[src/fov_pkg.sv]
// Shared constants and types for the flash overlay space selector
package fov_pkg;

  // Register window, APB byte offsets
  localparam int REG_AW = 8;
  localparam logic [REG_AW-1:0] OFF_ADDR = 8'h00;
  localparam logic [REG_AW-1:0] OFF_CMD = 8'h04;
  localparam logic [REG_AW-1:0] OFF_WDATA = 8'h08;
  localparam logic [REG_AW-1:0] OFF_RDATA = 8'h0c;
  localparam logic [REG_AW-1:0] OFF_OVERLAY = 8'h10;
  localparam logic [REG_AW-1:0] OFF_CHECK_LO = 8'h14;
  localparam logic [REG_AW-1:0] OFF_CHECK_HI = 8'h18;
  localparam logic [REG_AW-1:0] OFF_STATUS = 8'h1c;

  // Field positions
  localparam int CHECK_LO_LSB = 0;
  localparam int CHECK_HI_LSB = 16;
  localparam int OVL_SECT_LSB = 8;

  // Command codes, taken from the low byte of a command write
  localparam logic [7:0] CMD_ID_ENTRY = 8'h98;
  localparam logic [7:0] CMD_RESET = 8'hf0;
  localparam logic [7:0] CMD_STATUS_READ = 8'h70;
  localparam logic [7:0] CMD_SEC_ENTRY = 8'h88;
  localparam logic [7:0] CMD_CFG_ENTRY = 8'h40;
  localparam logic [7:0] CMD_PWD_ENTRY = 8'h60;
  localparam logic [7:0] CMD_PPB_ENTRY = 8'hc0;
  localparam logic [7:0] CMD_LOCK_ENTRY = 8'h50;
  localparam logic [7:0] CMD_LEGACY_EXIT = 8'h90;
  localparam logic [7:0] CMD_COMMON_EXIT = 8'h29;
  localparam logic [7:0] CMD_WORD_PROG = 8'ha0;
  localparam logic [7:0] CMD_BUF_PROG = 8'h25;
  localparam logic [7:0] CMD_PPB_ERASE = 8'h80;
  localparam logic [7:0] CMD_PWD_UNLOCK = 8'h28;

  // Values after reset and fill values
  localparam logic LOCK_RST = 1'b1;
  localparam logic [15:0] CFG_RST = 16'hffff;
  localparam logic [15:0] INDET_WORD = 16'hffff;
  localparam logic [15:0] ID_ZERO_WORD = 16'h0000;

  // Active overlay, one-hot
  typedef enum logic [7:0] {
    OV_READ = 8'h01,
    OV_ID = 8'h02,
    OV_STAT = 8'h04,
    OV_SEC = 8'h08,
    OV_CFG = 8'h10,
    OV_PWD = 8'h20,
    OV_PPB = 8'h40,
    OV_LOCK = 8'h80
  } fov_ov_t;

endpackage

[src/fov_overlay_select.sv]
// Overlay space selector with APB register window and check-value register
//
// Summary of operation
// - Hold 32-bit check value as two halves
// - Overlay entry accepted only in read mode
// - Latch entry sector; reads use that sector
// - Status read command snapshots status, enters overlay
// - First status read restores previous map
// - Status only on first beat of burst
// - Beyond secure region in sector reads indeterminate
// - Other sectors read array, overlay stays
// - Secure region programmable by word or buffer
// - Legacy or common exit leaves protection overlays
// - Protection overlay entries ignore sector address
// - Configuration register at word 0, programmable
// - Password at words 0-3, readable, programmable
// - Password unlock clears global lock bit
// - Sector protect bit on bit 0
// - Program sets protect bit; erase clears all
// - Global lock bit on bit 0 everywhere
// - Program clears global lock bit
// - Software reset to read mode unless busy
`timescale 1ns/1ns
module fov_overlay_select
  import fov_pkg::*;
#(
  parameter int ADDR_W = 16,
  parameter int SECT_W = 3,
  parameter int SEC_WORDS = 8,
  parameter logic [15:0] ID_WORD = 16'h5a3c // Arbitrary identification value
) (
  input wire logic clk_in,
  input wire logic rst_in,
  input wire logic psel_in,
  input wire logic penable_in,
  input wire logic pwrite_in,
  input wire logic [REG_AW-1:0] paddr_in,
  input wire logic [31:0] pwdata_in,
  output logic [31:0] prdata_out,
  output logic pready_out,
  output logic pslverr_out,
  input wire logic [15:0] array_data_in,
  input wire logic [15:0] status_in,
  input wire logic busy_in,
  input wire logic check_load_in,
  input wire logic [31:0] check_value_in,
  output logic [ADDR_W-1:0] array_addr_out,
  output logic [7:0] overlay_out
);

  localparam int NSECT = 1 << SECT_W;
  localparam int OFFW = ADDR_W - SECT_W;
  localparam int SIW = $clog2(SEC_WORDS);

  // Refuse shapes the decode cannot serve
  if (SECT_W < 1 || OFFW <= SIW || SIW < 1 || (1 << SIW) != SEC_WORDS || ADDR_W > 32) begin : g_chk
    $error("fov_overlay_select: unsupported parameter set");
  end

  typedef struct packed {
    fov_ov_t ov;
    fov_ov_t saved;
    logic [SECT_W-1:0] sect;
    logic [ADDR_W-1:0] addr;
    logic [15:0] wdata;
    logic [15:0] stat;
    logic stat_burst;
    logic [3:0] beat;
    logic [SEC_WORDS-1:0][15:0] sec;
    logic [15:0] cfg;
    logic [3:0][15:0] pwd;
    logic [NSECT-1:0] persistent_sector_protect_bit;
    logic lock;
    logic [31:0] check;
    logic [31:0] rdata;
    logic ready;
    logic err;
  } fov_state_t;

  localparam fov_state_t ST_RST = '{
    ov: OV_READ,
    saved: OV_READ,
    lock: LOCK_RST,
    cfg: CFG_RST,
    default: '0
  };

  fov_state_t s_q;
  fov_state_t s_d;

  // Sector field of a word address
  function automatic logic [SECT_W-1:0] sect_of(input logic [ADDR_W-1:0] a);
    sect_of = a[ADDR_W-1 -: SECT_W];
  endfunction

  // Address falls in the secure words of the latched sector
  function automatic logic sec_hit(input logic [ADDR_W-1:0] a, input logic [SECT_W-1:0] s);
    sec_hit = (sect_of(a) == s) && (a[OFFW-1:SIW] == '0);
  endfunction

  // Protection overlays that the two exit commands close
  function automatic logic exitable(input fov_ov_t o);
    exitable = (o == OV_SEC) || (o == OV_CFG) || (o == OV_PWD) || (o == OV_PPB) ||
      (o == OV_LOCK);
  endfunction

  logic setup;
  logic access;
  logic cmd_wr;
  logic data_rd;
  logic read_mode;
  logic [7:0] code;
  logic [15:0] flash_word;
  logic [SIW-1:0] sidx;

  assign setup = psel_in && !penable_in;
  assign access = psel_in && penable_in && s_q.ready;
  assign cmd_wr = access && pwrite_in && (paddr_in == OFF_CMD);
  assign data_rd = access && !pwrite_in && (paddr_in == OFF_RDATA);
  assign code = pwdata_in[7:0];
  assign read_mode = (s_q.ov == OV_READ) && !busy_in;
  assign sidx = s_q.addr[SIW-1:0];

  // Word seen by a flash read at the held address
  always_comb begin
    flash_word = array_data_in;
    case (s_q.ov)
      OV_READ: begin
        flash_word = array_data_in;
      end
      OV_ID: begin
        if (sect_of(s_q.addr) == s_q.sect) begin
          flash_word = (s_q.addr[OFFW-1:0] == '0) ? ID_WORD : ID_ZERO_WORD;
        end
      end
      OV_STAT: begin
        flash_word = (s_q.beat == '0) ? s_q.stat : INDET_WORD;
      end
      OV_SEC: begin
        if (sect_of(s_q.addr) == s_q.sect) begin
          flash_word = sec_hit(s_q.addr, s_q.sect) ? s_q.sec[sidx] : INDET_WORD;
        end else begin
          flash_word = array_data_in;
        end
      end
      OV_CFG: begin
        flash_word = (s_q.addr == '0) ? s_q.cfg : INDET_WORD;
      end
      OV_PWD: begin
        flash_word = (s_q.addr[ADDR_W-1:2] == '0) ? s_q.pwd[s_q.addr[1:0]] : INDET_WORD;
      end
      OV_PPB: begin
        flash_word = {15'h0000, s_q.persistent_sector_protect_bit[sect_of(s_q.addr)]};
      end
      OV_LOCK: begin
        flash_word = {15'h0000, s_q.lock};
      end
      default: begin
        flash_word = INDET_WORD;
      end
    endcase
    // Later beats after a status read stay indeterminate
    if (s_q.stat_burst && s_q.beat != '0) begin
      flash_word = INDET_WORD;
    end
  end

  // Next state: bus answer, commands, read side effects
  always_comb begin
    s_d = s_q;
    // Answer one cycle after setup; data prepared in setup
    s_d.ready = setup;
    // Error flag lives only for the answer cycle, so the pin is a plain flop
    s_d.err = 1'b0;
    if (setup) begin
      s_d.err = 1'b0;
      s_d.rdata = '0;
      case (paddr_in)
        OFF_ADDR: s_d.rdata = 32'(s_q.addr);
        OFF_CMD: s_d.rdata = '0;
        OFF_WDATA: s_d.rdata = {16'h0000, s_q.wdata};
        OFF_RDATA: s_d.rdata = {16'h0000, flash_word};
        OFF_OVERLAY: s_d.rdata = {16'h0000, 8'(s_q.sect), s_q.ov};
        OFF_CHECK_LO: s_d.rdata = {16'h0000, s_q.check[CHECK_LO_LSB +: 16]};
        OFF_CHECK_HI: s_d.rdata = {16'h0000, s_q.check[CHECK_HI_LSB +: 16]};
        OFF_STATUS: s_d.rdata = {16'h0000, s_q.stat};
        default: s_d.err = 1'b1;
      endcase
    end
    // Check value loads from the computing engine
    if (check_load_in) begin
      s_d.check = check_value_in;
    end
    // Plain register writes; a new address starts a new burst
    if (access && pwrite_in && paddr_in == OFF_ADDR) begin
      s_d.addr = pwdata_in[ADDR_W-1:0];
      s_d.beat = '0;
      s_d.stat_burst = 1'b0;
    end
    if (access && pwrite_in && paddr_in == OFF_WDATA) begin
      s_d.wdata = pwdata_in[15:0];
    end
    // Flash read: beat count and status overlay exit only
    if (data_rd) begin
      if (s_q.beat != 4'hf) begin
        s_d.beat = s_q.beat + 4'h1;
      end
      if (s_q.ov == OV_STAT) begin
        s_d.ov = s_q.saved;
        s_d.stat_burst = 1'b1;
      end
    end
    // Command decode
    if (cmd_wr) begin
      case (code)
        CMD_ID_ENTRY: begin
          if (read_mode) begin
            s_d.ov = OV_ID;
            s_d.sect = sect_of(s_q.addr);
          end
        end
        CMD_SEC_ENTRY: begin
          if (read_mode) begin
            s_d.ov = OV_SEC;
            s_d.sect = sect_of(s_q.addr);
          end
        end
        CMD_CFG_ENTRY: begin
          if (read_mode) s_d.ov = OV_CFG;
        end
        CMD_PWD_ENTRY: begin
          if (read_mode) s_d.ov = OV_PWD;
        end
        CMD_PPB_ENTRY: begin
          if (read_mode) s_d.ov = OV_PPB;
        end
        CMD_LOCK_ENTRY: begin
          if (read_mode) s_d.ov = OV_LOCK;
        end
        CMD_STATUS_READ: begin
          // Host reads before its next command, so one saved map suffices
          if (s_q.ov != OV_STAT) begin
            s_d.saved = s_q.ov;
            s_d.stat = status_in;
            s_d.ov = OV_STAT;
            s_d.beat = '0;
            s_d.stat_burst = 1'b0;
          end
        end
        CMD_RESET: begin
          if (!busy_in) begin
            s_d.ov = OV_READ;
            s_d.stat_burst = 1'b0;
          end
        end
        CMD_LEGACY_EXIT, CMD_COMMON_EXIT: begin
          if (exitable(s_q.ov)) s_d.ov = OV_READ;
        end
        CMD_WORD_PROG, CMD_BUF_PROG: begin
          case (s_q.ov)
            OV_SEC: begin
              if (sec_hit(s_q.addr, s_q.sect)) s_d.sec[sidx] = s_q.wdata;
            end
            OV_CFG: begin
              if (code == CMD_WORD_PROG && s_q.addr == '0) s_d.cfg = s_q.wdata;
            end
            OV_PWD: begin
              if (code == CMD_WORD_PROG && s_q.addr[ADDR_W-1:2] == '0) begin
                s_d.pwd[s_q.addr[1:0]] = s_q.wdata;
              end
            end
            OV_PPB: begin
              if (code == CMD_WORD_PROG) s_d.persistent_sector_protect_bit[sect_of(s_q.addr)] = 1'b1;
            end
            OV_LOCK: begin
              if (code == CMD_WORD_PROG) s_d.lock = 1'b0;
            end
            default: begin
              s_d.lock = s_q.lock;
            end
          endcase
        end
        CMD_PPB_ERASE: begin
          if (s_q.ov == OV_PPB) s_d.persistent_sector_protect_bit = '0;
        end
        CMD_PWD_UNLOCK: begin
          if (s_q.ov == OV_PWD) s_d.lock = 1'b0;
        end
        default: begin
          s_d.ov = s_d.ov;
        end
      endcase
    end
  end

  // State register; one-hot overlay code keeps a single overlay live
  always_ff @(posedge clk_in or posedge rst_in) begin
    if (rst_in) begin
      s_q <= ST_RST;
    end else begin
      s_q <= s_d;
    end
  end

  // Outputs straight from the state flops
  assign prdata_out = s_q.rdata;
  assign pready_out = s_q.ready;
  assign pslverr_out = s_q.err;
  assign array_addr_out = s_q.addr;
  assign overlay_out = s_q.ov;
endmodule

[config.mk]
export PLATFORM = sky130hd
export DESIGN_NAME = fov_overlay_select
export DESIGN_NICKNAME = d
export VERILOG_FILES = /design/src/fov_pkg.sv /design/src/fov_overlay_select.sv
export SDC_FILE = /design/constraint.sdc
export NUM_CORES = 1
export LEC_CHECK = 0
export BUFFER_PORTS_ARGS = -buffer_cell sky130_fd_sc_hd__buf_2
export CAP_MARGIN = 25
export CORE_UTILIZATION = 60
export CTS_CLUSTER_DIAMETER = 40
export CTS_CLUSTER_SIZE = 28
export DETAILED_ROUTE_END_ITERATION = 12
export GPL_TIMING_DRIVEN = 0
export PLACE_DENSITY_LB_ADDON = 0.1
export SETUP_SLACK_MARGIN = 0.4
export SLEW_MARGIN = 30
export SYNTH_ARGS = -nofsm -noshare
export SYNTH_HDL_FRONTEND = slang
export SYNTH_SLANG_ARGS = --single-unit
[constraint.sdc]
create_clock -name clk_in -period 13.7 [get_ports clk_in]
set_input_delay 2.74 -clock clk_in [delete_from_list [all_inputs] [get_ports clk_in]]
set_output_delay 2.74 -clock clk_in [all_outputs]
set_load 0.01 [all_outputs]
==> results_dict.tcl <==
set metrics [dict create \
    grt_max_degree 101 \
    cap_viol_max_count 0 \
    worstPathArrival_ps 5800 \
    synth-async-reset-ratio_pct 100 \
    critPathMaxFanout 10 \
    cts_tree "yes" \
    drcViolationCount 0 \
    ys_seq_elements 339 \
    dpl.hpwl_um 37600 \
    clock_path_buffers 3 \
    post_cts_buffers 0 \
    setup_ws_ps 8330 \
    drive_gt1_share_pct 40.8 \
    cp-start-kind "primary input" \
    antenna_found_initial 0 \
    die_h_um 173 \
    clk_pin_slew_ps 60 \
    antenna_left 0 \
    initial_core_util_pct 60.9 \
    synth_top_area_share_pct 45.9 \
    overflow 0 \
    grt_setup_unrepaired "false" \
    post-route-util_pct 70.9 \
    ios 169 \
    grt_pass1_vias 12900 \
    relSlewSlack_pct 22.7 \
    dieArea_um2 29800 \
    numCtsBuffers 45 \
    p_sw_uw 532 \
    design.core.area_um2 28600 \
    clkLatencyLatePin_ps 550 \
    drtIter0Drc 1256 \
    mostFrequentLayoutCells "320 x dfrtp_1, 263 x mux2_2, 141 x buf_2" \
    fin_nets 1733 \
    p_seq_share_pct 44.7 \
    p_clk_share_pct 51.0 \
    avgSynthCellArea_um2 12.3 \
    yosys_most_used_dff "dfrtp_1" \
    p_int_mw 1.75 \
    setup_viol_count_final 0 \
    yosysTopAreaCell "dfrtp_1" \
    wl_um 50200 \
    dp_slack_ps 7810 \
    die_x_um 173 \
    yosysSeqAreaShare_pct 48.8 \
    worst_pin_slew_ps 1130 \
    rows 62 \
    antenna_cells 0 \
    gp_congestion 0.980 \
    fin_crit_ps 5370 \
    io_buffer_count 134 \
    end_kind "flip-flop" \
    dp_cells 1957 \
    finalHoldViolations 0 \
    combPwrFrac_pct 4.3 \
    swShare_pct 23.3 \
    cts_max_level 2 \
    syn-cell-area_um2 17400 \
    synthCells 1420 \
    postCtsHoldBufs 0 \
    status "completed" \
    final_common_cell "dfrtp_1" \
    synth-edff-count 0 \
    synthDistinctLibCells 72 \
    clock_skew_ps 22.5 \
    routedWlPerCell_um 24.7 \
    fmax_mhz 186 \
    cts-root-buf "clkbuf_16" \
    dr.pass1.iters 5 \
    leakage_nw 9.66 \
    place_area_um2 18800 \
    area_growth_pct 16.3 \
    cts_sinks 339 \
    totalPowerFinal_mw 2.29 \
    p_per_area_nw_per_um2 113 \
    vias 12800 \
    stdcell_count 2038 \
    ys_warn_count 0 \
    synth_area_leaders "dfrtp_1 46%, mux2_2 17%, mux4_2 6.5%, dfstp_2 2.9%, buf_4 2.6%" \
    grt_pass1_wl_um 77600 \
    ir_drop_uv 94.4 \
    worstPathRequired_ps 14130 \
    viasPerCell 6.26 \
    hp-class "reg -> reg" \
    grt_use_total_pct 34.3 \
    slew_viol_final 0 \
    cts_resized 0 \
    fin_crit_sh_pct 39.2 \
    worstSetupPathType "in -> reg" \
    postLayoutCellArea_um2 20300 \
]
-- cell type report --
cell class / instances / area [um2]
Timing Repair Buffer: 138 / 758
Fill cell: 2060 / 8340
Multi-Input combinational cell: 934 / 8160
Inverter: 6 / 30.0
Clock inverter: 23 / 265
Clock buffer: 58 / 1240
Sequential cell: 339 / 8510
Tap cell: 384 / 480
Buffer: 156 / 852
-- synthesized netlist by cell type (7+ instances only) --
library cell and number:
o221ai_1 12, a2111oi_0 7, dfrtp_1 320, nor3_1 30, nor4_1 15, mux4_2 50
buf_1 17, nor3b_1 9, mux2_2 263, a22oi_1 25, nand2_1 83, o21ai_0 56
nor2_1 55, a21oi_1 66, dfstp_2 19, buf_4 60, mux2i_1 25, mux2_4 30
and3_1 9, nor2b_1 15, a221oi_1 10, nand3_1 21, clkbuf_1 69, o31ai_1 16
o21a_1 7, or3_1 7, nand2b_1 7
-- path summary, 6_finish.rpt --
path | from | endpoint | slack (ps) | cells after the start
max in group asynchronous | rst_in | s_q[38] | 10240 | 4
min in group asynchronous | rst_in | async pin | 2230 | 2
worst max register to register | array_addr_out[6] | prdata_out[10] | 9470 | 6
worst min register to register | s_q[66] | s_q[66] | 480 | 1
worst max-delay path | pwdata_in[1] | flip-flop | 8330 | 8
worst min-delay path | s_q[66] | s_q[66] | 480 | 1
-- metal layers --
metal / vias up / GRT usage, % / routed length [um]
met2: 560 / 54.0 / 23100
met1: 6405 / 46.7 / 20800
met3: 156 / 5.46 / 3570
li1: 5645 / - / -
met5: - / 0 / 0
met4: 0 / 16.8 / 2730
-- power groups by stage --
stage | combinational, mW | clock [mW] | sequential, mW
after CTS | 0.0982 | 1.18 | 1.02
after detailed placement | 0.0976 | 0 | 1.04
after global routing | 0.108 | 1.22 | 1.02
final | 0.0986 | 1.17 | 1.02
after floorplan | 0.0568 | 0 | 1.03
after global placement | 0.0928 | 0 | 1.04
-- through the flow --
step	setup TNS [ps]	hold slack, ps
global placement	-548950	471
finish	0	482
global route	0	500
floorplan	0	457
detailed placement	0	474
CTS	0	481
-- critical path, cell delays in order --
cell and delay [ps]:
buf_2 190, or4b_4 560, or4_4 550, a211oi_2 480, nand3_1 160, nor2_2 440
buf_4 290, mux2_2 360
-- cells by family (layout without fill, tap and decap cells) --
group / Yosys count / after routing / synth area share [%]
flops: 339 / 339 / 48.8
mux: 368 / 368 / 27.4
buf+inv: 162 / 381 / 4.99
simple gates: 295 / 295 / 9.02
fa+ha+maj: 2 / 2 / 0.143
compound gates: 248 / 248 / 9.36
xor+xnor: 5 / 5 / 0.251
other cells: 1 / 16 / 0.0215
(Power assumes the default switching activity.)
